--- src/verilog/iwd_defines.vh ---
`ifndef IWD_DEFINES_VH
`define IWD_DEFINES_VH
// field positions
`define IWD_TOP_HI 13
`define IWD_TOP_LO 12
`define IWD_SUB_HI 11
`define IWD_SUB_LO 8
`define IWD_DEST_BIT 7
`define IWD_FILE_HI 6
`define IWD_BITNUM_HI 9
`define IWD_BITNUM_LO 7
`define IWD_LIT_HI 7
`define IWD_TGT_HI 10
// top-level classes
`define IWD_TOP_BYTE 2'h0
`define IWD_TOP_BIT 2'h1
`define IWD_TOP_JUMP 2'h2
`define IWD_TOP_LIT 2'h3
// byte-oriented sub-opcodes
`define IWD_B_MISC 4'h0
`define IWD_B_CLR 4'h1
`define IWD_B_SUB 4'h2
`define IWD_B_DEC 4'h3
`define IWD_B_IOR 4'h4
`define IWD_B_AND 4'h5
`define IWD_B_XOR 4'h6
`define IWD_B_ADD 4'h7
`define IWD_B_MOV 4'h8
`define IWD_B_COM 4'h9
`define IWD_B_INC 4'hA
`define IWD_B_DECSZ 4'hB
`define IWD_B_ROTR 4'hC
`define IWD_B_ROTL 4'hD
`define IWD_B_SWAP 4'hE
`define IWD_B_INCSZ 4'hF
// fixed control words
`define IWD_W_RETFI 14'h0009
`define IWD_W_RET 14'h0008
`define IWD_W_SLEEP 14'h0063
`define IWD_W_WDT 14'h0064
// timer zero counter file address
`define IWD_TIMER0_ADDR 7'h01
// operation codes on opCode output
`define IWD_OP_NOP 6'h00
`define IWD_OP_ADD_FILE 6'h01
`define IWD_OP_AND_FILE 6'h02
`define IWD_OP_CLEAR_FILE 6'h03
`define IWD_OP_CLEAR_WREG 6'h04
`define IWD_OP_COMP_FILE 6'h05
`define IWD_OP_DEC_FILE 6'h06
`define IWD_OP_DECSZ 6'h07
`define IWD_OP_INC_FILE 6'h08
`define IWD_OP_INCSZ 6'h09
`define IWD_OP_OR_FILE 6'h0A
`define IWD_OP_MOVE_FILE 6'h0B
`define IWD_OP_STORE_WREG 6'h0C
`define IWD_OP_ROT_LEFT 6'h0D
`define IWD_OP_ROT_RIGHT 6'h0E
`define IWD_OP_SUB_FILE 6'h0F
`define IWD_OP_SWAP_FILE 6'h10
`define IWD_OP_XOR_FILE 6'h11
`define IWD_OP_BIT_CLEAR 6'h12
`define IWD_OP_BIT_SET 6'h13
`define IWD_OP_TEST_CLEAR 6'h14
`define IWD_OP_TEST_SET 6'h15
`define IWD_OP_ADD_LIT 6'h16
`define IWD_OP_AND_LIT 6'h17
`define IWD_OP_CALL 6'h18
`define IWD_OP_WDT 6'h19
`define IWD_OP_JUMP 6'h1A
`define IWD_OP_OR_LIT 6'h1B
`define IWD_OP_LOAD_LIT 6'h1C
`define IWD_OP_RETFI 6'h1D
`define IWD_OP_RET_LIT 6'h1E
`define IWD_OP_RET 6'h1F
`define IWD_OP_SLEEP 6'h20
`define IWD_OP_SUB_LIT 6'h21
`define IWD_OP_XOR_LIT 6'h22
`define IWD_OP_ILLEGAL 6'h3F
// phases per instruction cycle
`define IWD_PHASES 4
`define IWD_NOP_WORD 14'h0000
`endif

--- src/verilog/iwd_decoder.v ---
// Contract
// - file operand is seven-bit address 00..7F
// - d=0 writes W, d=1 writes file
// - bit word: opcode, bit number, file
// - literal words carry eight-bit immediate
// - call/jump carry eleven-bit target, two cycles
// - decode add, and, or, xor, subtract
// - decode com/dec/inc/mov/swap; zero except swap
// - rotates through carry update carry only
// - skip-zero ops skip, no flags
// - clear file/W set zero; store W
// - bit clear/set/test-skip, no flags
// - decode literal arithmetic and load ops
// - add/sub: carry, digit carry, zero; logic: zero
// - returns recognised, two cycles each
// - standby, watchdog clear update timeout, powerdown flags
// - port read-modify-write reads pin levels
// - timer zero write clears its prescaler
// - PC change or skip: two cycles, NO_OPERATION
// - cycle is four clocks, one instruction
// - file ops read before write back
`timescale 1ns/1ns
`include "iwd_defines.vh"
module iwd_decoder #(
  parameter PHASES = `IWD_PHASES
)(
  input wire mclk,
  input wire arst_n,
  input wire [13:0] fetchWord,
  input wire fetchValid,
  input wire skipTaken,
  input wire fileIsPort,
  input wire prescalerOnTimer,
  output wire [13:0] instrWord,
  output wire cycleStart,
  output wire [1:0] cyclePhase,
  output wire secondCycle,
  output reg [5:0] opCode,
  output wire [6:0] fileAddr,
  output wire destFile,
  output wire [2:0] bitNum,
  output wire [7:0] literal,
  output wire [10:0] jumpTarget,
  output reg writesWreg,
  output reg writesFile,
  output reg readsFile,
  output reg readPins,
  output reg updC,
  output reg updDc,
  output reg updZ,
  output reg setZ,
  output reg updToPd,
  output reg isSkipOp,
  output reg changesPc,
  output reg twoCycle,
  output reg clearPrescaler,
  output reg illegalOp
);

////////////////////////////////////////////////////////////////////////////////
// instruction cycle phases and instruction register
reg [1:0] phase_r;
reg [13:0] ir_r;
reg second_r;
reg [13:0] ir_nxt;
reg second_nxt;
wire cycleEnd;
wire needSecond;

assign cycleEnd = (phase_r == PHASES - 1);
assign cycleStart = (phase_r == 2'h0);
assign cyclePhase = phase_r;
assign secondCycle = second_r;
assign instrWord = ir_r;
// pc change or skip true needs a second, empty cycle
assign needSecond = !second_r && (changesPc || (isSkipOp && skipTaken));

always @*
begin
  ir_nxt = ir_r;
  second_nxt = second_r;
  if (cycleEnd)
  begin
    if (needSecond)
    begin
      ir_nxt = `IWD_NOP_WORD;
      second_nxt = 1'b1;
    end
    else
    begin
      ir_nxt = fetchValid ? fetchWord : `IWD_NOP_WORD;
      second_nxt = 1'b0;
    end
  end
end

always @(posedge mclk or negedge arst_n)
begin
  if (!arst_n)
  begin
    phase_r <= 2'h0;
    ir_r <= `IWD_NOP_WORD;
    second_r <= 1'b0;
  end
  else
  begin
    phase_r <= cycleEnd ? 2'h0 : phase_r + 2'h1;
    ir_r <= ir_nxt;
    second_r <= second_nxt;
  end
end

////////////////////////////////////////////////////////////////////////////////
// field extraction
wire [1:0] topBits;
wire [3:0] subOp;
assign topBits = ir_r[`IWD_TOP_HI:`IWD_TOP_LO];
assign subOp = ir_r[`IWD_SUB_HI:`IWD_SUB_LO];
assign fileAddr = ir_r[`IWD_FILE_HI:0];
assign destFile = ir_r[`IWD_DEST_BIT];
assign bitNum = ir_r[`IWD_BITNUM_HI:`IWD_BITNUM_LO];
assign literal = ir_r[`IWD_LIT_HI:0];
assign jumpTarget = ir_r[`IWD_TGT_HI:0];

////////////////////////////////////////////////////////////////////////////////
// operation decode
always @*
begin
  opCode = `IWD_OP_ILLEGAL;
  writesWreg = 1'b0;
  writesFile = 1'b0;
  readsFile = 1'b0;
  updC = 1'b0;
  updDc = 1'b0;
  updZ = 1'b0;
  setZ = 1'b0;
  updToPd = 1'b0;
  isSkipOp = 1'b0;
  changesPc = 1'b0;
  illegalOp = 1'b0;
  case (topBits)
    `IWD_TOP_BYTE:
    begin
      readsFile = 1'b1;
      writesWreg = !destFile;
      writesFile = destFile;
      case (subOp)
        `IWD_B_MISC:
        begin
          readsFile = destFile;
          writesWreg = 1'b0;
          if (destFile)
            opCode = `IWD_OP_STORE_WREG;
          else
          begin
            writesFile = 1'b0;
            if (ir_r == `IWD_W_RETFI)
            begin
              opCode = `IWD_OP_RETFI;
              changesPc = 1'b1;
            end
            else if (ir_r == `IWD_W_RET)
            begin
              opCode = `IWD_OP_RET;
              changesPc = 1'b1;
            end
            else if (ir_r == `IWD_W_SLEEP)
            begin
              opCode = `IWD_OP_SLEEP;
              updToPd = 1'b1;
            end
            else if (ir_r == `IWD_W_WDT)
            begin
              opCode = `IWD_OP_WDT;
              updToPd = 1'b1;
            end
            else if (ir_r[4:0] == 5'h00)
              opCode = `IWD_OP_NOP;
            else
            begin
              opCode = `IWD_OP_NOP;
              illegalOp = 1'b1;
            end
          end
        end
        `IWD_B_CLR:
        begin
          // low seven bits ignored for clear W
          opCode = destFile ? `IWD_OP_CLEAR_FILE : `IWD_OP_CLEAR_WREG;
          readsFile = destFile;
          updZ = 1'b1;
          setZ = 1'b1;
        end
        `IWD_B_SUB:
        begin
          opCode = `IWD_OP_SUB_FILE;
          {updC, updDc, updZ} = 3'h7;
        end
        `IWD_B_DEC:
        begin
          opCode = `IWD_OP_DEC_FILE;
          updZ = 1'b1;
        end
        `IWD_B_IOR:
        begin
          opCode = `IWD_OP_OR_FILE;
          updZ = 1'b1;
        end
        `IWD_B_AND:
        begin
          opCode = `IWD_OP_AND_FILE;
          updZ = 1'b1;
        end
        `IWD_B_XOR:
        begin
          opCode = `IWD_OP_XOR_FILE;
          updZ = 1'b1;
        end
        `IWD_B_ADD:
        begin
          opCode = `IWD_OP_ADD_FILE;
          {updC, updDc, updZ} = 3'h7;
        end
        `IWD_B_MOV:
        begin
          opCode = `IWD_OP_MOVE_FILE;
          updZ = 1'b1;
        end
        `IWD_B_COM:
        begin
          opCode = `IWD_OP_COMP_FILE;
          updZ = 1'b1;
        end
        `IWD_B_INC:
        begin
          opCode = `IWD_OP_INC_FILE;
          updZ = 1'b1;
        end
        `IWD_B_DECSZ:
        begin
          opCode = `IWD_OP_DECSZ;
          isSkipOp = 1'b1;
        end
        `IWD_B_ROTR:
        begin
          opCode = `IWD_OP_ROT_RIGHT;
          updC = 1'b1;
        end
        `IWD_B_ROTL:
        begin
          opCode = `IWD_OP_ROT_LEFT;
          updC = 1'b1;
        end
        `IWD_B_SWAP:
          opCode = `IWD_OP_SWAP_FILE;
        `IWD_B_INCSZ:
        begin
          opCode = `IWD_OP_INCSZ;
          isSkipOp = 1'b1;
        end
        default:
          opCode = `IWD_OP_ILLEGAL;
      endcase
    end
    `IWD_TOP_BIT:
    begin
      readsFile = 1'b1;
      case (subOp[3:2])
        2'h0:
        begin
          opCode = `IWD_OP_BIT_CLEAR;
          writesFile = 1'b1;
        end
        2'h1:
        begin
          opCode = `IWD_OP_BIT_SET;
          writesFile = 1'b1;
        end
        2'h2:
        begin
          opCode = `IWD_OP_TEST_CLEAR;
          isSkipOp = 1'b1;
        end
        default:
        begin
          opCode = `IWD_OP_TEST_SET;
          isSkipOp = 1'b1;
        end
      endcase
    end
    `IWD_TOP_JUMP:
    begin
      opCode = ir_r[11] ? `IWD_OP_JUMP : `IWD_OP_CALL;
      changesPc = 1'b1;
    end
    default:
    begin
      writesWreg = 1'b1;
      casez (subOp)
        4'b111?:
        begin
          opCode = `IWD_OP_ADD_LIT;
          {updC, updDc, updZ} = 3'h7;
        end
        4'b110?:
        begin
          opCode = `IWD_OP_SUB_LIT;
          {updC, updDc, updZ} = 3'h7;
        end
        4'b1001:
        begin
          opCode = `IWD_OP_AND_LIT;
          updZ = 1'b1;
        end
        4'b1000:
        begin
          opCode = `IWD_OP_OR_LIT;
          updZ = 1'b1;
        end
        4'b1010:
        begin
          opCode = `IWD_OP_XOR_LIT;
          updZ = 1'b1;
        end
        4'b00??:
          opCode = `IWD_OP_LOAD_LIT;
        4'b01??:
        begin
          opCode = `IWD_OP_RET_LIT;
          changesPc = 1'b1;
        end
        default:
        begin
          opCode = `IWD_OP_ILLEGAL;
          writesWreg = 1'b0;
          illegalOp = 1'b1;
        end
      endcase
    end
  endcase
end

////////////////////////////////////////////////////////////////////////////////
// side effects and cycle count
always @*
begin
  readPins = readsFile && fileIsPort;
  clearPrescaler = writesFile && prescalerOnTimer &&
    (fileAddr == `IWD_TIMER0_ADDR) && !second_r;
  twoCycle = changesPc || (isSkipOp && skipTaken);
end

endmodule // iwd_decoder

--- config.mk ---
export PLATFORM = sky130hd
export DESIGN_NAME = iwd_decoder
export DESIGN_NICKNAME = d
export VERILOG_FILES = /design/src/verilog/iwd_decoder.v
export VERILOG_INCLUDE_DIRS = /design/src /design/src/verilog
export SDC_FILE = /design/constraint.sdc
export NUM_CORES = 1
export LEC_CHECK = 0
export BUFFER_PORTS_ARGS = -buffer_cell sky130_fd_sc_hd__buf_2
export CORE_AREA = 3 3 65 67
export CTS_CLUSTER_SIZE = 20
export DETAILED_ROUTE_END_ITERATION = 6
export DIE_AREA = 0 0 68 70
export PLACE_DENSITY = 0.85
export SLEW_MARGIN = 20
export SYNTH_ARGS = -nofsm -noshare
export SYNTH_HDL_FRONTEND = slang
export SYNTH_SLANG_ARGS = --single-unit
--- constraint.sdc ---
create_clock -name mclk -period 2.8 [get_ports mclk]
set_input_delay 0.42 -clock mclk [delete_from_list [all_inputs] [get_ports mclk]]
set_output_delay 0.42 -clock mclk [all_outputs]
set_load 0.01 [all_outputs]
==> Word-level counts from Yosys, hierarchy flattened <==
Index checks and enable logic that the tools add are counted.
{ "totals": {"reg_bits": 17, "input_bits": 20, "out_inout_bits": 68, "elab_cells": 114} }
{ "op_classes": {"addsub": 1, "eq_ne": 27, "n_mux": 59, "n_reduce_logical": 24} }
{ "ops": {"columns": ["operator", "count"], "rows": [
  ["case mux 6 bit (16 select lines)", 1],
  ["case mux 6 bit (7 select lines)", 1],
  ["2-to-1 mux 1 bit", 36],
  ["== test 4 bit, second input constant", 8],
  ["== test 14 x 4 -> 1 bit, second input constant", 2],
  ["== test 14 x 7 -> 1 bit, second input constant", 2],
  ["2-to-1 mux 14 bit", 2],
  ["2-to-1 mux 6 bit", 4],
  ["case mux 6 bit (3 select lines)", 1],
  ["== test 4 x 3 -> 1 bit, second input constant", 4],
  ["case mux 1 bit (2 select lines)", 8],
  ["OR reduction 2 bit", 6],
  ["OR reduction 10 bit", 1],
  ["case mux 3 bit (3 select lines)", 1],
  ["== test 4 x 2 -> 1 bit, second input constant", 2],
  ["== test 7 x 1 -> 1 bit, second input constant", 1],
  ["OR reduction 7 bit", 1],
  ["== test 2 bit, second input constant", 3],
  ["== test 3 bit, second input constant", 2],
  ["logical AND 1 bit", 6],
  ["zero test 2 bit", 3],
  ["zero test 5 bit", 1],
  ["2-to-1 mux 5 bit", 1],
  ["OR reduction 5 bit", 1],
  ["10 further kinds", 13]
]} }

==> Longest topological paths before layout <==
{ "logic_depth": {"depth_word": 9, "ltp_mapped": 8, "mapped_depth_nobuf": 6} }

==> Least setup slack after synthesis <==
OpenSTA, ideal clock, no wires.
{ "synth_timing": {"path_type": "reg-to-output", "startpoint": "register ir_r[8], in the netlist instrWord[8]", "endpoint": "output port illegalOp", "arrival_time_ns": 2.139, "t_required_ns": 2.380, "setup_slack_ns": 0.241, "stages_incl_launch_ff": 6, "n_path_buf": 1, "cell_sequence": "dfrtp_1 > buf_6 > or4_4 > or4_4 > a211o_1 > a31o_1"} }
{ "synth_between": {"elab_chain_len": 8, "word_cells_on_any_way": 17, "classes_between": "eq/ne (7); mux (8); reduce/logical (2)"} }
{ "synth_rtl": {"columns": ["element", "line_no", "text"], "rows": [
  ["start, declared", "iwd_decoder.v:63", "reg [13:0] ir_r;"],
  ["start signal, assigned", "iwd_decoder.v:102", "ir_r <= `IWD_NOP_WORD;"],
  ["start signal, assigned", "iwd_decoder.v:108", "ir_r <= ir_nxt;"],
  ["== test 14 x 7 -> 1 bit (no line)", null, null],
  ["2-to-1 mux 1 bit", "iwd_decoder.v:172", "else if (ir_r == `IWD_W_WDT)"],
  ["2-to-1 mux 1 bit", "iwd_decoder.v:167", "else if (ir_r == `IWD_W_SLEEP)"],
  ["2-to-1 mux 1 bit", "iwd_decoder.v:162", "else if (ir_r == `IWD_W_RET)"],
  ["2-to-1 mux 1 bit", "iwd_decoder.v:157", "if (ir_r == `IWD_W_RETFI)"],
  ["2-to-1 mux 1 bit", "iwd_decoder.v:152", "if (destFile)"],
  ["2-to-1 mux 1 bit", "iwd_decoder.v:147", "case (subOp)"],
  ["case mux 1 bit (2 select lines) *", "iwd_decoder.v:141", "case (topBits)"],
  ["end, declared", "iwd_decoder.v:57", "output reg illegalOp"]
]} }
Mark *: on every way between the ends. The rest lies on a longest branch, timed or not.

==> Worst setup path in the final report <==
{ "layout_timing": {"startpoint": "register ir_r[11], in the netlist instrWord[11]", "endpoint": "output port illegalOp"} }
Same word-level chain as after synthesis.

==> impl_metrics.tcl <==
set metrics [dict create \
    r2r_cells 7 \
    clk_pin_slew_ps 60 \
    setup_viol 0 \
    synthArstFlopShare_pct 100.0 \
    r2r-start "instrWord[13]$_DFFE_PN0P_" \
    synth_area_leaders "dfrtp_1 26%, buf_4 14%, o2bb2ai_1 5.3%, ha_1 4.5%, nand3_1 4.5%" \
    p_sw_uw 293.0 \
    layoutNonFillerInstCount 321 \
    die_w_um 68 \
    first_pass_iters 4 \
    status "completed" \
    drive_gt1_share_pct 41.76 \
    drt-total-wl_um 4919 \
    period_share_pct 98.89 \
    cp_num_cells 5 \
    grt_start_max_net_pins 24 \
    cp_top_family "simple AND/OR/NAND/NOR gates" \
    cts.sinks 17 \
    synth.yosys.seq_area_share_pct 25.53 \
    max_stage_delay_ps 560 \
    synth_top_cells_by_count "30 x buf_4, 19 x nand2_1, 17 x dfrtp_1" \
    end_kind "output port" \
    hold_slack_ps 81.26 \
    fmax_mhz 361.2 \
    grt_pass1_vias 1688 \
    crit_buf_inv 1 \
    cap_viol_max_count 0 \
    core_area_um2 3689 \
    row_count 22 \
    seq_area_um2 426.7 \
    n_antenna_cell 0 \
    grtUsageMet3_pct 4.823 \
    cts_tree "yes" \
    place.gp.congestion 0.9101 \
    cp_cell_sequence "or4_4 > or4_4 > a211o_1 > a31o_1 > buf_2" \
    peakVddDrop_mv 0.1792 \
    period_minus_slack_ps 2769 \
    hold_path_class "input pin to async pin" \
    multi_input_area_um2 915.9 \
    fin_area_um2 2022 \
    pwr-share-seq_pct 35.1 \
    final.setup.worst_slack_ps 31.17 \
    drc 0 \
    fin_nets 300 \
    ant_nets 0 \
    cts_made_buffers 3 \
    endpoint "illegalOp" \
    yosysMostFrequentCell "buf_4" \
    slew_viol_final 0 \
    dpl.cell_count 315 \
    clock_power_share_pct 22.4 \
    fp.dieArea_um2 4760 \
    top_usage_layer "met2" \
    cts_buffer_depth 2 \
    r2r_slack_ps 730 \
    drt_iter0_markers 118 \
    worst_pin_slew_ps 548.6 \
    path_max_fanout 4 \
    synth-edff-count 0 \
    cts_root_buf "clkbuf_8" \
    yosysUniqueCellTypes 46 \
    met2_usage_pct 33.19 \
    portBuffers 87 \
    grt_pass1_wl_um 7741 \
    switching_share_pct 36.31 \
    reg2reg_to "instrWord[13]$_DFFE_PN0P_" \
    p_comb_share_pct 42.4 \
    synth_ff_type "dfrtp_1" \
    p_int_uw 513.9 \
    num_vias 1788 \
    ys_warn_count 0 \
    die_h_um 70 \
    critical_path_class "flip-flop to output port" \
    start_kind "flip-flop" \
    area_growth_pct 21.32 \
    final_hold_viol_count 0 \
    dp_hpwl_um 3603 \
    grt_overflow 0 \
    postSynthAreaPerCell_um2 7.788 \
    preCtsSetupSlack_ps 302.1 \
    critical_path.most_common_cell "or4_4" \
    worst_slew_margin_rel_pct 63.43 \
    startpoint "instrWord[11]$_DFFE_PN0P_" \
    worstPathArrival_ps 2350 \
    critPathRequiredTime_ps 2380 \
    setup_tns_ps 0 \
    yosys.area.top_type "dfrtp_1" \
    n_fill_cell 341 \
    syn_area_um2 1667 \
    leakage_nw 1.049 \
    io_pins 88 \
    crit_slowest_cell "or4_4" \
    p_per_area_nw_per_um2 399.1 \
    grtUsageTotal_pct 20.45 \
    syn_nets 240 \
    rsz0062_at_grt "true" \
    antenna_found_initial 0 \
    fin_worst_skew_ps 3.618 \
    wire_per_inst_um 15.32 \
    ys_ff_latch 17 \
    use_met1_pct 27.20 \
    start_util_pct 45.18 \
    clk_latency_ps 250 \
    synthCells 214 \
    placed_area_um2 1952 \
    cts.htree.levels 1 \
    detail_route.vias_per_cell 5.570 \
    synth_top_area_share_pct 25.53 \
]
logic make-up after synthesis:
family	count (synthesis)	share of synthesized area (%)
AO/OA/AOI/OAI	53	22.52
XOR/XNOR	2	1.051
adder cells (fa/ha/maj)	6	4.504
buffers and inverters	56	20.05
flip-flops	17	25.53
multiplexers	1	0.6756
AND/OR/NAND/NOR	79	25.68
layout make-up:
class / instances / area share, %
clock buffers: 4 / 2.228
inverters: 11 / 2.042
multi-input cells: 141 / 45.30
flip-flops and latches: 17 / 21.10
well taps: 48 / 2.970
repair buffers: 100 / 26.36
worst min path at each step:
stage	depth (start not counted)	endpoint	startpoint
3_5_place_dp	1	instrWord[13]$_DFFE_PN0P_	arst_n
2_1_floorplan	0	cyclePhase[0]$_DFF_PN0_	arst_n
6_report	1	instrWord[6]$_DFFE_PN0P_	arst_n
5_1_grt	1	instrWord[12]$_DFFE_PN0P_	arst_n
4_1_cts	1	cyclePhase[1]$_DFF_PN0_	arst_n
3_3_place_gp	1	cyclePhase[1]$_DFF_PN0_	arst_n
power by group through the flow:
stage / logic [mW] / clock network [mW] / registers [mW]
global route: 0.376 / 0.194 / 0.287
floorplan: 0.227 / 0 / 0.295
CTS: 0.337 / 0.183 / 0.282
finish: 0.342 / 0.181 / 0.284
detailed placement: 0.335 / 0 / 0.287
global placement: 0.331 / 0 / 0.286
metrics by stage:
stage	utilization [%]	power, mW
after floorplan	-	0.5224
after global placement	52.92	0.6170
after detailed placement	52.92	0.6219
after CTS	54.14	0.8020
after global routing	54.82	0.8567
final	54.82	0.8069
cells in the final DEF (no fill, tap or decap), drive strengths merged, types with 4 or more instances in the layout:
| master | netlist | routed |
|---|---|---|
| nand2b | 4 | 4 |
| nor2b | 5 | 5 |
| a31oi | 4 | 4 |
| ha | 6 | 6 |
| nand2 | 19 | 19 |
| a31o | 4 | 4 |
| nand3 | 15 | 15 |
| o21ai | 8 | 8 |
| nand4 | 4 | 4 |
| dfrtp | 17 | 17 |
| buf | 35 | 100 |
| inv | 11 | 11 |
| nor2 | 10 | 10 |
| a21oi | 9 | 9 |
| o22ai | 6 | 6 |
| o2bb2ai | 10 | 10 |
| clkbuf | 10 | 4 |
state kept, by name, indices dropped and copies added, names as in the netlist:
name / cells
cyclePhase: 2
secondCycle: 1
instrWord: 14
what timing repair did:
| action | CTS | global route |
|---|---|---|
| hold buffers | 0 | 0 |
| setup buffers | 0 | 2 |
| resized for setup | 0 | 3 |
| endpoints found under the setup margin | 0 | 5 |
per-layer routing:
metal	up-vias	wire [µm]	part of all wire, %
met3	4	447	9.1
met5	-	0	0
li1	856	-	-
met2	98	2396	49
met4	0	21	0.43
met1	830	2053	42
Note: power is estimated with default switching activity, not from simulation.
